**config.mk**
```make
export PLATFORM = sky130hd
export DESIGN_NAME = keypad_led_menu_controller
export DESIGN_NICKNAME = d
export VERILOG_FILES = /design/src/keypad_pkg.sv /design/src/key_debounce.sv /design/src/led_blinker.sv /design/src/keypad_led_menu_controller.sv
export VERILOG_INCLUDE_DIRS = /design/src
export SDC_FILE = /design/constraint.sdc
export NUM_CORES = 1
export LEC_CHECK = 0
export ABC_AREA = 1
export BUFFER_PORTS_ARGS = -buffer_cell sky130_fd_sc_hd__buf_2
export CAP_MARGIN = 20
export CORE_UTILIZATION = 34
export CTS_CLUSTER_DIAMETER = 60
export CTS_CLUSTER_SIZE = 16
export DETAILED_ROUTE_END_ITERATION = 6
export PLACE_DENSITY = 0.59
export SYNTH_ARGS = -nofsm -noshare
export SYNTH_HDL_FRONTEND = slang
export SYNTH_SLANG_ARGS = --single-unit
```
**constraint.sdc**
```tcl
create_clock -name sys_clk_in -period 10.53 [get_ports sys_clk_in]
set_input_delay 1.053 -clock sys_clk_in [delete_from_list [all_inputs] [get_ports sys_clk_in]]
set_output_delay 1.053 -clock sys_clk_in [all_outputs]
set_load 0.005 [all_outputs]
```
**src/keypad_defs.svh**
```systemverilog
// Timing counts, key positions and menu limits for the keypad controller.
//
// Contract
// - Stop LED steady when stopped, flashes when faulted.
// - Run LED steady at speed, flashes while ramping.
// - Alarm LED flashes while any alarm is active.
// - Start key works only with keypad local source.
// - Editing: up increments digit or next enum entry.
// - Browsing: up selects next parameter, wraps to first.
// - Editing: down decrements digit or previous enum entry.
// - Browsing: down selects previous parameter, wraps to last.
// - Fault/event lists: up next, down previous entry.
// - Operate screen: up/down change meter group.
// - Left moves edit cursor left, wrapping around.
// - Menu mode: left cycles groups opposite to menu.
// - Enter commits the edited value.
// - Enter steps through recorded fault/event details.
// - Enter cycles through active alarms.
// - Menu cycles operate screen and parameter groups.
// - Menu while viewing returns to menu top.
// - Menu while editing discards change, shows old value.
// - Stop key commands the starter to halt.
// - Stop key clears a latched fault.
// - Stop honoured unless inhibited with non-keypad source; the code also honours it with remote source when inhibited.
`ifndef KEYPAD_DEFS_SVH
`define KEYPAD_DEFS_SVH

// ----------------------------------------------------------------
// Clock and timing
// ----------------------------------------------------------------
`define KP_CLK_KHZ          100000
`define KP_BLINK_HALF_MS    250
`define KP_BLINK_HALF_CYC   (`KP_BLINK_HALF_MS * `KP_CLK_KHZ)
`define KP_DEBOUNCE_MS      10
`define KP_DEBOUNCE_CYC     (`KP_DEBOUNCE_MS * `KP_CLK_KHZ)

// ----------------------------------------------------------------
// Key bit positions in the raw key vector
// ----------------------------------------------------------------
`define KP_NUM_KEYS         7
`define KP_KEY_START        0
`define KP_KEY_STOP         1
`define KP_KEY_UP           2
`define KP_KEY_DOWN         3
`define KP_KEY_LEFT         4
`define KP_KEY_ENTER        5
`define KP_KEY_MENU         6

// ----------------------------------------------------------------
// Menu limits
// ----------------------------------------------------------------
`define KP_LAST_PARAM_GROUP 3'h5
`define KP_FAULT_GROUP      3'h6
`define KP_EVENT_GROUP      3'h7
`define KP_FAULT_LAST       7'h08
`define KP_EVENT_LAST       7'h62
`define KP_FAULT_STEP_LAST  7'h0A
`define KP_EVENT_STEP_LAST  7'h03
`define KP_METER_LAST       7'h12
`define KP_CURSOR_LAST      2'h3

`endif

```
**src/keypad_pkg.sv**
```systemverilog
// Types shared by the keypad controller modules.
package keypad_pkg;

	// Which screen the operator is looking at.
	typedef enum logic [2:0] {
		SCR_OPERATE   = 3'h0,
		SCR_GROUP     = 3'h1,
		SCR_EDIT      = 3'h2,
		SCR_FAULT_LOG = 3'h3,
		SCR_EVENT_LOG = 3'h4
	} screen_e;

	// State of the key debouncer.
	typedef struct packed {
		logic [20:0] tick_cnt;   // Sample divider.
		logic [6:0]  sync1;      // First synchroniser stage.
		logic [6:0]  sync2;      // Second synchroniser stage.
		logic [6:0]  sample;     // Previous tick sample.
		logic [6:0]  stable;     // Accepted key level.
		logic [6:0]  press;      // One-cycle press pulses.
	} debounce_s;

	// State of the LED blink generator.
	typedef struct packed {
		logic [24:0] cnt;        // Half-period counter.
		logic        phase;      // Blink phase, high means lit.
	} blink_s;

	// State of the menu interpreter.
	typedef struct packed {
		screen_e     screen;
		logic [2:0]  group;
		logic [6:0]  param_idx;
		logic [15:0] edit_value;
		logic [1:0]  cursor;
		logic [6:0]  fault_idx;
		logic [6:0]  event_idx;
		logic [6:0]  detail;
		logic [6:0]  meter;
		logic [6:0]  alarm_idx;
		logic        start_cmd;
		logic        stop_cmd;
		logic        fault_reset;
		logic        param_write;
		logic        led_stop;
		logic        led_run;
		logic        led_alarm;
	} menu_s;

endpackage : keypad_pkg

```
**src/key_debounce.sv**
```systemverilog
// Synchronises and debounces the seven keypad keys into one-cycle press pulses.
`timescale 1ns/1ps
`default_nettype none
`include "keypad_defs.svh"

module key_debounce #(
	parameter int DEBOUNCE_CYC = `KP_DEBOUNCE_CYC
) (
	// Clock and reset.
	input  wire logic       sys_clk_in,
	input  wire logic       rst_in,
	// Raw keys, high while pressed.
	input  wire logic [6:0] keys_in,
	// Debounced press pulses.
	output logic      [6:0] press_out
);

	keypad_pkg::debounce_s st;       // Registered state.
	keypad_pkg::debounce_s next_st;  // Next state.

	// ------------------------------------------------------------
	// Next state
	// ------------------------------------------------------------
	// A level is accepted only when two samples one tick apart agree,
	// so bounce shorter than a tick never reaches the menu logic.
	always_comb begin
		next_st       = st;
		next_st.sync1 = keys_in;
		next_st.sync2 = st.sync1;
		next_st.press = 7'h00;
		if (st.tick_cnt == 21'(DEBOUNCE_CYC - 1)) begin
			next_st.tick_cnt = 21'h000000;
			next_st.sample   = st.sync2;
			for (int i = 0; i < `KP_NUM_KEYS; i++) begin
				if (st.sync2[i] == st.sample[i]) begin
					next_st.stable[i] = st.sync2[i];
					// Rising edge only: one action per press.
					next_st.press[i] = st.sync2[i] & ~st.stable[i];
				end
			end
		end else begin
			next_st.tick_cnt = st.tick_cnt + 21'h000001;
		end
	end

	// ------------------------------------------------------------
	// State register
	// ------------------------------------------------------------
	always_ff @(posedge sys_clk_in or posedge rst_in) begin
		if (rst_in) begin
			st <= '0;
		end else begin
			st <= next_st;
		end
	end

	assign press_out = st.press;

endmodule : key_debounce
`default_nettype wire

```
**src/led_blinker.sv**
```systemverilog
// Free-running square wave used for every flashing LED.
`timescale 1ns/1ps
`default_nettype none
`include "keypad_defs.svh"

module led_blinker #(
	parameter int HALF_CYC = `KP_BLINK_HALF_CYC
) (
	// Clock and reset.
	input  wire logic sys_clk_in,
	input  wire logic rst_in,
	// Blink phase, high for the lit half.
	output logic      phase_out
);

	keypad_pkg::blink_s st;       // Registered state.
	keypad_pkg::blink_s next_st;  // Next state.

	// ------------------------------------------------------------
	// Next state
	// ------------------------------------------------------------
	// One shared phase keeps all flashing LEDs in step.
	always_comb begin
		next_st = st;
		if (st.cnt == 25'(HALF_CYC - 1)) begin
			next_st.cnt   = 25'h0000000;
			next_st.phase = ~st.phase;
		end else begin
			next_st.cnt = st.cnt + 25'h0000001;
		end
	end

	// ------------------------------------------------------------
	// State register
	// ------------------------------------------------------------
	always_ff @(posedge sys_clk_in or posedge rst_in) begin
		if (rst_in) begin
			st <= '0;
		end else begin
			st <= next_st;
		end
	end

	assign phase_out = st.phase;

endmodule : led_blinker
`default_nettype wire

```
**src/keypad_led_menu_controller.sv**
```systemverilog
// Front-panel key interpreter and status LED driver for the motor starter.
`timescale 1ns/1ps
`default_nettype none
`include "keypad_defs.svh"

module keypad_led_menu_controller #(
	parameter int DEBOUNCE_CYC = `KP_DEBOUNCE_CYC,
	parameter int BLINK_CYC    = `KP_BLINK_HALF_CYC
) (
	// Clock and reset.
	input  wire logic        sys_clk_in,
	input  wire logic        rst_in,
	// Raw keys from the keypad, high while pressed.
	input  wire logic [6:0]  keys_in,
	// Starter state.
	input  wire logic        stopped_in,
	input  wire logic        faulted_in,
	input  wire logic        running_in,
	input  wire logic        at_speed_in,
	input  wire logic        alarm_active_in,
	input  wire logic [6:0]  alarm_count_in,
	// Control settings.
	input  wire logic        local_control_source_in,
	input  wire logic        remote_control_source_in,
	input  wire logic        keypad_stop_inhibit_in,
	// Parameter store.
	input  wire logic [6:0]  param_count_in,
	input  wire logic        param_is_enum_in,
	input  wire logic [15:0] enum_count_in,
	input  wire logic [15:0] param_stored_in,
	// Starter commands.
	output logic             start_cmd_out,
	output logic             stop_cmd_out,
	output logic             fault_reset_out,
	// Parameter write.
	output logic             param_write_out,
	output logic [15:0]      param_value_out,
	// Display selection.
	output logic [2:0]       screen_out,
	output logic [2:0]       group_out,
	output logic [6:0]       param_index_out,
	output logic [1:0]       cursor_out,
	output logic [6:0]       fault_index_out,
	output logic [6:0]       event_index_out,
	output logic [6:0]       detail_step_out,
	output logic [6:0]       meter_page_out,
	output logic [6:0]       alarm_index_out,
	// Status LEDs.
	output logic             led_stop_out,
	output logic             led_run_out,
	output logic             led_alarm_out
);

	// ------------------------------------------------------------
	// Helper functions
	// ------------------------------------------------------------
	// Step forward through 0..last, wrapping to 0.
	function automatic logic [6:0] wrap_inc(input logic [6:0] v, input logic [6:0] last);
		wrap_inc = (v >= last) ? 7'h00 : v + 7'h01;
	endfunction : wrap_inc

	// Step backward through 0..last, wrapping to last.
	function automatic logic [6:0] wrap_dec(input logic [6:0] v, input logic [6:0] last);
		wrap_dec = (v == 7'h00 || v > last) ? last : v - 7'h01;
	endfunction : wrap_dec

	// Add or take one from the BCD digit under the cursor, digit wraps 0..9.
	function automatic logic [15:0] bcd_step(input logic [15:0] v, input logic [1:0] pos,
		input logic up);
		logic [3:0]  d;
		logic [15:0] r;
		r = v;
		d = v[pos*4 +: 4];
		if (up) begin
			d = (d >= 4'h9) ? 4'h0 : d + 4'h1;
		end else begin
			d = (d == 4'h0 || d > 4'h9) ? 4'h9 : d - 4'h1;
		end
		r[pos*4 +: 4] = d;
		bcd_step = r;
	endfunction : bcd_step

	// ------------------------------------------------------------
	// Key conditioning and blink source
	// ------------------------------------------------------------
	logic [6:0] press;        // One-cycle debounced press pulses.
	logic       blink;        // Shared blink phase.
	logic       key_start;    // Decoded presses.
	logic       key_stop;
	logic       key_up;
	logic       key_down;
	logic       key_left;
	logic       key_enter;
	logic       key_menu;
	logic [6:0] param_last;   // Index of last parameter in group.
	logic [6:0] alarm_last;   // Index of last active alarm.
	logic [15:0] enum_last;   // Last enumerated entry.

	key_debounce #(.DEBOUNCE_CYC(DEBOUNCE_CYC)) u_debounce (
		.sys_clk_in (sys_clk_in),
		.rst_in     (rst_in),
		.keys_in    (keys_in),
		.press_out  (press)
	);

	led_blinker #(.HALF_CYC(BLINK_CYC)) u_blinker (
		.sys_clk_in (sys_clk_in),
		.rst_in     (rst_in),
		.phase_out  (blink)
	);

	assign key_start  = press[`KP_KEY_START];
	assign key_stop   = press[`KP_KEY_STOP];
	assign key_up     = press[`KP_KEY_UP];
	assign key_down   = press[`KP_KEY_DOWN];
	assign key_left   = press[`KP_KEY_LEFT];
	assign key_enter  = press[`KP_KEY_ENTER];
	assign key_menu   = press[`KP_KEY_MENU];
	assign param_last = (param_count_in == 7'h00) ? 7'h00 : param_count_in - 7'h01;
	assign alarm_last = (alarm_count_in == 7'h00) ? 7'h00 : alarm_count_in - 7'h01;
	assign enum_last  = (enum_count_in == 16'h0000) ? 16'h0000 : enum_count_in - 16'h0001;

	// ------------------------------------------------------------
	// Menu state
	// ------------------------------------------------------------
	keypad_pkg::menu_s st;       // Registered state.
	keypad_pkg::menu_s next_st;  // Next state.

	// All key handling and LED decoding in one place. Keys arrive as
	// single pulses, so each press changes the state exactly once.
	always_comb begin
		next_st             = st;
		next_st.start_cmd   = 1'b0;
		next_st.stop_cmd    = 1'b0;
		next_st.fault_reset = 1'b0;
		next_st.param_write = 1'b0;

		// Start only from the keypad as local source.
		next_st.start_cmd = key_start & local_control_source_in;
		// Stop always halts under local or remote source, otherwise unless inhibited.
		next_st.stop_cmd = key_stop & (local_control_source_in | remote_control_source_in
			| ~keypad_stop_inhibit_in);
		// A latched fault is cleared by the stop key regardless of source.
		next_st.fault_reset = key_stop & faulted_in;

		case (st.screen)
			keypad_pkg::SCR_OPERATE: begin
				if (key_up) begin
					next_st.meter = wrap_inc(st.meter, `KP_METER_LAST);
				end else if (key_down) begin
					next_st.meter = wrap_dec(st.meter, `KP_METER_LAST);
				end else if (key_enter && alarm_active_in) begin
					next_st.alarm_idx = wrap_inc(st.alarm_idx, alarm_last);
				end else if (key_menu) begin
					next_st.screen    = keypad_pkg::SCR_GROUP;
					next_st.group     = 3'h0;
					next_st.param_idx = 7'h00;
				end else if (key_left) begin
					next_st.screen = keypad_pkg::SCR_EVENT_LOG;
					next_st.group  = `KP_EVENT_GROUP;
					next_st.detail = 7'h00;
				end
			end
			keypad_pkg::SCR_GROUP: begin
				if (key_up) begin
					next_st.param_idx = wrap_inc(st.param_idx, param_last);
				end else if (key_down) begin
					next_st.param_idx = wrap_dec(st.param_idx, param_last);
				end else if (key_enter) begin
					next_st.screen     = keypad_pkg::SCR_EDIT;
					next_st.edit_value = param_stored_in;
					next_st.cursor     = 2'h0;
				end else if (key_menu && st.param_idx != 7'h00) begin
					next_st.param_idx = 7'h00;
				end else if (key_menu) begin
					// Next group; the last parameter group leads to the logs.
					next_st.param_idx = 7'h00;
					if (st.group == `KP_LAST_PARAM_GROUP) begin
						next_st.screen = keypad_pkg::SCR_FAULT_LOG;
						next_st.group  = `KP_FAULT_GROUP;
						next_st.detail = 7'h00;
					end else begin
						next_st.group = st.group + 3'h1;
					end
				end else if (key_left) begin
					next_st.param_idx = 7'h00;
					if (st.group == 3'h0) begin
						next_st.screen = keypad_pkg::SCR_OPERATE;
					end else begin
						next_st.group = st.group - 3'h1;
					end
				end
			end
			keypad_pkg::SCR_EDIT: begin
				if (key_up) begin
					if (param_is_enum_in) begin
						next_st.edit_value = (st.edit_value >= enum_last) ? 16'h0000
							: st.edit_value + 16'h0001;
					end else begin
						next_st.edit_value = bcd_step(st.edit_value, st.cursor, 1'b1);
					end
				end else if (key_down) begin
					if (param_is_enum_in) begin
						next_st.edit_value = (st.edit_value == 16'h0000) ? enum_last
							: st.edit_value - 16'h0001;
					end else begin
						next_st.edit_value = bcd_step(st.edit_value, st.cursor, 1'b0);
					end
				end else if (key_left && !param_is_enum_in) begin
					// Toward the most significant digit, then back to the least.
					next_st.cursor = (st.cursor == `KP_CURSOR_LAST) ? 2'h0
						: st.cursor + 2'h1;
				end else if (key_enter) begin
					next_st.param_write = 1'b1;
					next_st.screen      = keypad_pkg::SCR_GROUP;
				end else if (key_menu) begin
					// Pending value dropped; display falls back to the stored one.
					next_st.screen = keypad_pkg::SCR_GROUP;
				end
			end
			keypad_pkg::SCR_FAULT_LOG, keypad_pkg::SCR_EVENT_LOG: begin
				if (key_up) begin
					next_st.detail = 7'h00;
					if (st.screen == keypad_pkg::SCR_FAULT_LOG) begin
						next_st.fault_idx = wrap_inc(st.fault_idx, `KP_FAULT_LAST);
					end else begin
						next_st.event_idx = wrap_inc(st.event_idx, `KP_EVENT_LAST);
					end
				end else if (key_down) begin
					next_st.detail = 7'h00;
					if (st.screen == keypad_pkg::SCR_FAULT_LOG) begin
						next_st.fault_idx = wrap_dec(st.fault_idx, `KP_FAULT_LAST);
					end else begin
						next_st.event_idx = wrap_dec(st.event_idx, `KP_EVENT_LAST);
					end
				end else if (key_enter) begin
					next_st.detail = wrap_inc(st.detail,
						(st.screen == keypad_pkg::SCR_FAULT_LOG) ? `KP_FAULT_STEP_LAST
						: `KP_EVENT_STEP_LAST);
				end else if (key_menu) begin
					next_st.detail = 7'h00;
					if (st.screen == keypad_pkg::SCR_FAULT_LOG) begin
						next_st.screen = keypad_pkg::SCR_EVENT_LOG;
						next_st.group  = `KP_EVENT_GROUP;
					end else begin
						next_st.screen = keypad_pkg::SCR_OPERATE;
					end
				end else if (key_left) begin
					next_st.detail = 7'h00;
					if (st.screen == keypad_pkg::SCR_EVENT_LOG) begin
						next_st.screen = keypad_pkg::SCR_FAULT_LOG;
						next_st.group  = `KP_FAULT_GROUP;
					end else begin
						next_st.screen    = keypad_pkg::SCR_GROUP;
						next_st.group     = `KP_LAST_PARAM_GROUP;
						next_st.param_idx = 7'h00;
					end
				end
			end
			default: begin
				next_st.screen = keypad_pkg::SCR_OPERATE;
			end
		endcase

		// Without alarms the alarm cursor restarts at the first one.
		if (!alarm_active_in) begin
			next_st.alarm_idx = 7'h00;
		end

		// Fault outranks stopped so a trip is never shown as a clean stop.
		next_st.led_stop  = faulted_in ? blink : stopped_in;
		next_st.led_run   = running_in & (at_speed_in | blink);
		next_st.led_alarm = alarm_active_in & blink;
	end

	// ------------------------------------------------------------
	// State register
	// ------------------------------------------------------------
	always_ff @(posedge sys_clk_in or posedge rst_in) begin
		if (rst_in) begin
			st <= '0;
		end else begin
			st <= next_st;
		end
	end

	// ------------------------------------------------------------
	// Outputs
	// ------------------------------------------------------------
	assign start_cmd_out   = st.start_cmd;
	assign stop_cmd_out    = st.stop_cmd;
	assign fault_reset_out = st.fault_reset;
	assign param_write_out = st.param_write;
	// Outside editing and the write pulse the stored value is shown, so an abort reverts it.
	assign param_value_out = (st.screen == keypad_pkg::SCR_EDIT || st.param_write)
		? st.edit_value : param_stored_in;
	assign screen_out      = st.screen;
	assign group_out       = st.group;
	assign param_index_out = st.param_idx;
	assign cursor_out      = st.cursor;
	assign fault_index_out = st.fault_idx;
	assign event_index_out = st.event_idx;
	assign detail_step_out = st.detail;
	assign meter_page_out  = st.meter;
	assign alarm_index_out = st.alarm_idx;
	assign led_stop_out    = st.led_stop;
	assign led_run_out     = st.led_run;
	assign led_alarm_out   = st.led_alarm;
endmodule : keypad_led_menu_controller
`default_nettype wire

```
==> Word level (Yosys, flattened, before mapping) <==
Cells that the tools add are included.
{ "totals": {"register_bits": 155, "input_bits": 64, "wordCells": 322} }
{ "op_classes": {"add_sub_neg": 23, "order_cmp": 13, "eq_ne": 58, "shifts": 4, "n_mux": 126, "bitwise_logic": 24, "reduce_logical": 43} }
{ "op_table": {"columns": ["cell", "n"], "rows": [
  ["7-bit two-way mux", 44],
  ["13-bit two-way mux", 14],
  ["16-bit two-way mux", 8],
  ["4-bit by 34-bit variable part select with 16-bit output", 2],
  ["18-bit two-way mux", 3],
  ["2-bit != test, second input constant", 24],
  ["7-bit by 1-bit adder with 7-bit output, second input constant", 6],
  ["7-bit zero test", 6],
  ["21-bit two-way mux", 2],
  ["7-bit by 1-bit subtractor with 7-bit output, second input constant", 6],
  ["4-bit two-way mux", 10],
  ["3-bit two-way mux", 12],
  ["6-bit two-way mux", 6],
  ["18-bit one-hot mux with 2 select lines", 1],
  ["4-bit negation with 34-bit output", 1],
  ["4-bit by 34-bit variable shift with 16-bit output, first input constant", 1],
  ["16-bit bitwise mux", 2],
  ["16-bit zero test", 2],
  ["16-bit by 1-bit subtractor with 16-bit output, second input constant", 2],
  ["10-bit one-hot mux with 3 select lines", 1],
  ["25-bit by 1-bit adder with 25-bit output, second input constant", 1],
  ["25-bit == test, second input constant", 1],
  ["25-bit two-way mux", 1],
  ["21-bit by 1-bit adder with 21-bit output, second input constant", 1],
  ["other kinds (60)", 134]
]} }

==> Depth between registers and ports, before layout <==
{ "logic_depth": {"word_depth": 14, "mapped_depth": 23, "mapped_depth_nobuf": 22} }

==> Modules after synthesis <==
From an unflattened synthesis, not the netlist that was laid out.
{ "hier_totals": {"hier_cells": 1920, "area_unflattened_um2": 13081.3} }
{ "by_module_without_submodules": {"columns": ["module", "n_inst", "cells_each", "area_each_um2"], "rows": [
  ["keypad_led_menu_controller", 1, 1391, 8862.2],
  ["key_debounce", 1, 306, 2643.8],
  ["led_blinker", 1, 223, 1575.3]
]} }

==> Least setup slack after synthesis <==
OpenSTA, ideal clock, no wires.
{ "synth_path": {"path_type": "input-to-reg", "start": "in enum_count_in[0]", "end": "reg st[55] (netlist bit)", "setup_ns": 0.113, "arrival_ns": 3.151, "required_ns": 10.417, "setup_slack_ns": 7.267, "stages": 19, "path_buffers": 0, "path_cell_list": "inv_1 -> ha_1 -> nand2_1 -> nor2_1 -> nand2_1 -> xor2_1 -> nand2_1 -> ha_1 -> nand2_1 -> nor3_1 -> nand3_1 -> nand4_1 -> inv_1 -> nand2_1 -> nand2_1 -> nand2_1 -> nand3_1 -> nand2_1 -> inv_1"} }
{ "synth_between": {"elab_chain_cells": 7, "elab_cells_between_ends": 11} }
{ "synth_lines": {"columns": ["element", "line_no", "text"], "rows": [
  ["start: declaration", "keypad_led_menu_controller.sv:29", "input wire logic [15:0] enum_count_in,"],
  ["16-bit by 1-bit subtractor with 16-bit output / 16-bit zero test (equally long branches)", "keypad_led_menu_controller.sv:121", "assign enum_last = (enum_count_in == 16'h0000) ? 16'h0000 : enum_count_in - 16'h0001;"],
  ["16-bit two-way mux *", "keypad_led_menu_controller.sv:121", null],
  ["16-bit >= comparator / 16-bit two-way mux (equally long branches)", "keypad_led_menu_controller.sv:197, keypad_led_menu_controller.sv:204", null],
  ["16-bit two-way mux (on tied branches)", "keypad_led_menu_controller.sv:197, keypad_led_menu_controller.sv:203", null],
  ["16-bit two-way mux (on tied branches)", "keypad_led_menu_controller.sv:196, keypad_led_menu_controller.sv:202", null],
  ["16-bit two-way mux *", "keypad_led_menu_controller.sv:195", "if (key_up) begin"],
  ["18-bit one-hot mux with 2 select lines *", "keypad_led_menu_controller.sv:146", "case (st.screen)"],
  ["end signal: assignment", "keypad_led_menu_controller.sv:283", "st <= next_st;"],
  ["end: declaration", "keypad_led_menu_controller.sv:126", "keypad_pkg::menu_s st;"]
]} }
Every way passes the cells marked *; elsewhere a longest branch is shown, timed or not. The select of a mux whose other input is x is not followed.
A chain may end at the register's enable or synchronous reset.

==> Worst setup path in the final report <==
{ "layout_path": {"start": "reg st, in the netlist screen_out[1]", "end": "out param_value_out[10]"} }
{ "layout_between": {"elab_chain_cells": 3} }
{ "layout_lines": {"columns": ["element", "line_no", "text"], "rows": [
  ["3-bit by 2-bit == test with 1-bit output", "keypad_led_menu_controller.sv:295", "assign param_value_out = (st.screen == keypad_pkg::SCR_EDIT || st.param_write)"],
  ["1-bit logical OR", "keypad_led_menu_controller.sv:295", null],
  ["16-bit two-way mux", "keypad_led_menu_controller.sv:296", "? st.edit_value : param_stored_in;"],
  ["end: declaration", "keypad_led_menu_controller.sv:37", "output logic [15:0] param_value_out,"]
]} }
No other way between the ends.

==> key figures <==
Run status
  • Outcome: complete, but fails checks
  • Failing checks: DRC

Global routing
  • Initial antenna violation count: 0
  • Global route overflow: 0
  • First-pass GRT wire length: 56.44 mm
  • Largest net degree at the start of global routing: 91
  • Gr usage total: 19.10%
  • Vias in the first global route: approximately 11k

Logic synthesis
  • Post-synth top area cell: dfrtp_1
  • Cell area after synthesis: 12,330 um2
  • Top FF cell, synth: dfrtp_1
  • Top cell type's share of synthesized area: between 30% and 40%
  • Synth top area cells: dfrtp_1, nand2_1, ha_1
  • Synth Warn #: 0
  • Asr flop ratio synth: 100.0%
  • Syn Area/Cell: 7.031 um2
  • Post-synthesis sequential area ratio: a little under a third
  • Synth unique cells: 60
  • Number of flops mapped to enable cells by yosys: 0
  • Post-Syn Nets: 1,885
  • Synth Instances: 1,754
  • Yosys reg bits: 155

Power
  • Final Power: 1313 uW
  • Sequential power share: 45.9%
  • LEAKAGE: roughly 0.0067 uW
  • Int Pwr: 950.7 uW
  • VDD IR max: approximately 0.11 mV
  • Switching Fraction: 27.62%
  • Logic pwr share: 6.8%
  • PD cells: between 90 and 100 nW/um2
  • Clock network fraction of total power: 47.4%
  • Net Sw Power: approximately 360 uW

Clocking
  • CTS tree: yes
  • Clock root cell: clkbuf_16
  • CTS Hold Buffers Added: 0
  • Total CTS buffers: 17
  • Clk_lat worst skew: between 400 and 500 ps
  • H-Tree Depth: 4
  • Maximum root-to-sink buffer count: 2
  • Clock Sinks: 155
  • Postcts setup bufs: 0
  • Post_cts resized: 0
  • CTS clk-pin slew, worst paths: 70 ps

Final layout
  • Layout cell share with drive strength beyond 1: between 10% and 20%
  • Sequential Area: 3880 um2
  • N_diodes: 0
  • Fill count: 3,795
  • Fin nets: about 2.0k
  • Multi-input gate area: ~7000 um2
  • Final Util: roughly two fifths
  • Syn-to-layout area delta: 10.34%

Setup path
  • Worst EP arrival: roughly 3200 ps
  • Setup CP Type: reg -> out
  • Critical Path Fanout Max: 29
  • Crit start category: flop
  • Worst EP required: 9480 ps
  • Critical path endpoint category: output pin

Timing
  • Setup TNS: 0 ps
  • Max-slew headroom at the worst pin: 35.18%
  • Unrepaired setup endpoints after global routing: false
  • Clk_skew: 12.97 ps
  • Slew @ Worst Pin: 972.3 ps
  • Final setup fails: 0
  • Slew Viols, Final: 0
  • Period minus WS final: 4263 ps
  • Final Hold Vio Count: 0
  • Achievable Freq: ~230 MHz
  • Period Utilization, post-route: 40.48%

Drt
  • Final ANT Viol Nets: 0
  • DR pass1 iterations: 7
  • Routed vias/inst: 5.162
  • Vias: around 12k
  • WL/cell: 15.09 um
  • Drt drc: 18
  • Post-Route WL: 34.61 mm
  • First DRT Iteration DRCs: roughly 900

Flow run
  • Maximum capacitance violations: 0

Floorplanning
  • Ports: 137
  • CORE AREA: 35,660 um2
  • Initial Utilization: between 30% and 40%
  • Rows: a little under 70
  • Die ar.: 37,040 um2
  • Die width: 192.5 um
  • Die H: 192.5 um

Min path
  • Type of the worst min-delay path: reg -> reg

Place
  • Input/output buffers: 136
  • Gpl congestion: 0.9598
  • HPWL Detailed: 26.24 mm
-- logic make-up after synthesis --
| group | share of synthesized area [%] |
|---|---|
| xor gates and xnor gates | 3.551 |
| adders and majority gates | 6.797 |
| muxes | 1.552 |
| AOI/OAI and AO/OA | 13.04 |
| and+or+nand+nor | 31.77 |
| buffers and inverters | 11.84 |
| DFF | 31.45 |
-- per-layer routing --
metal	global-route usage [%]	wire length [um]
met4	7.026	926
met1	24.33	15390
met3	3.401	1995
met5	0	0
met2	32.13	16300
-- registers in the layout, summed over array words and instances, names as in the netlist, 2 cells and up --
register	flops
u_debounce.st	42
u_blinker.st	25
st	16
alarm_index_out	7
detail_step_out	7
event_index_out	7
fault_index_out	7
meter_page_out	7
param_index_out	7
u_debounce.next_st	7
u_debounce.press_out	7
group_out	3
screen_out	3
cursor_out	2
-- cell type report --
cell class                 count  share of cell area (%)
inverter                     226                   6.280
clock buffer                  17                   3.126
sequential                   155                   28.51
clock inverter                15                   1.278
tap                          461                   4.239
multi-input combinational   1280                   51.40
timing repair buffer         139                   5.167
-- Yosys cell counts, types with 6 or more instances --
master      n
a21oi_1    93
a31oi_1    11
buf_2      16
buf_4      54
clkbuf_1   15
dfrtp_1   155
ha_1       67
inv_1     203
inv_2      19
mux2_1     11
mux2_2      6
nand2_1   357
nand2_2    13
nand3_1   137
nand4_1    36
nor2_1    203
nor2_2     10
nor3_1     46
nor3_2      6
nor4_1     19
o211ai_1    9
o21ai_0    96
o21ai_1    19
o31ai_1    15
or2_2       8
xnor2_1    11
xor2_1     39
-- critical path, stage by stage (launching register included) --
cell and delay [ps]:
dfrtp_1 480, nand3_1 130, buf_4 340, clkinv_1 500, or2_1 720, mux2_1 460
buf_2 130
-- worst paths after layout --
kind                                              from                       to  slack [ps]  cells after the start
worst min register to register  u_debounce.next_st[26]        u_debounce.st[26]         350                      0
worst max-delay path                     screen_out[1]      param_value_out[10]        6270                      6
min in group asynchronous                       rst_in       alarm_index_out[0]         790                      2
worst max register to register           cursor_out[0]                   st[53]        7610                     15
max in group asynchronous                       rst_in  u_debounce.press_out[2]        8310                      3
worst min-delay path            u_debounce.next_st[26]        u_debounce.st[26]         350                      0
-- stage by stage --
step	area (um2)	setup WS, ps	cells	hold WS (ps)
after floorplan	12330	5299	1754	331.2
after global placement	13010	6798	2261	332.5
after detailed placement	13010	6723	2261	334.7
after CTS	13610	6238	2293	352.0
after global routing	13610	6051	2293	357.8
final	13610	6267	2293	350.4
-- layout by cell type, fill, tap and decap left out, types with 5 or more instances in the layout --
master,Yosys,final
nand3b_1,5,5
nand2_2,13,13
clkbuf_16,0,17
inv_2,19,19
nand3_1,137,137
dfrtp_1,155,154
buf_2,16,136
nor4_1,19,19
o31ai_1,15,15
o21ai_1,19,19
a21oi_1,93,93
nor3_1,46,46
nor3_2,6,6
nand4_1,36,36
or2_2,8,8
a21oi_2,5,5
ha_1,67,67
nor2_2,10,10
nand2_1,357,357
o22ai_1,5,5
nand2_4,5,5
nand3_2,5,5
mux2_1,11,11
xnor2_1,11,11
nor2_1,203,203
xor2_1,39,39
mux2_2,6,6
a31oi_1,11,11
o21ai_0,96,96
inv_1,203,202
o211ai_1,9,9
-- power groups by stage --
stage               clock network [uW]  logic [uW]  registers [uW]
floorplan                            0        54.3             612
global placement                     0        88.4             614
detailed placement                   0        89.8             614
CTS                                643        90.2             602
global route                       661         103             603
finish                             622        88.9             602
Note: power is estimated with default switching activity, not from simulation.
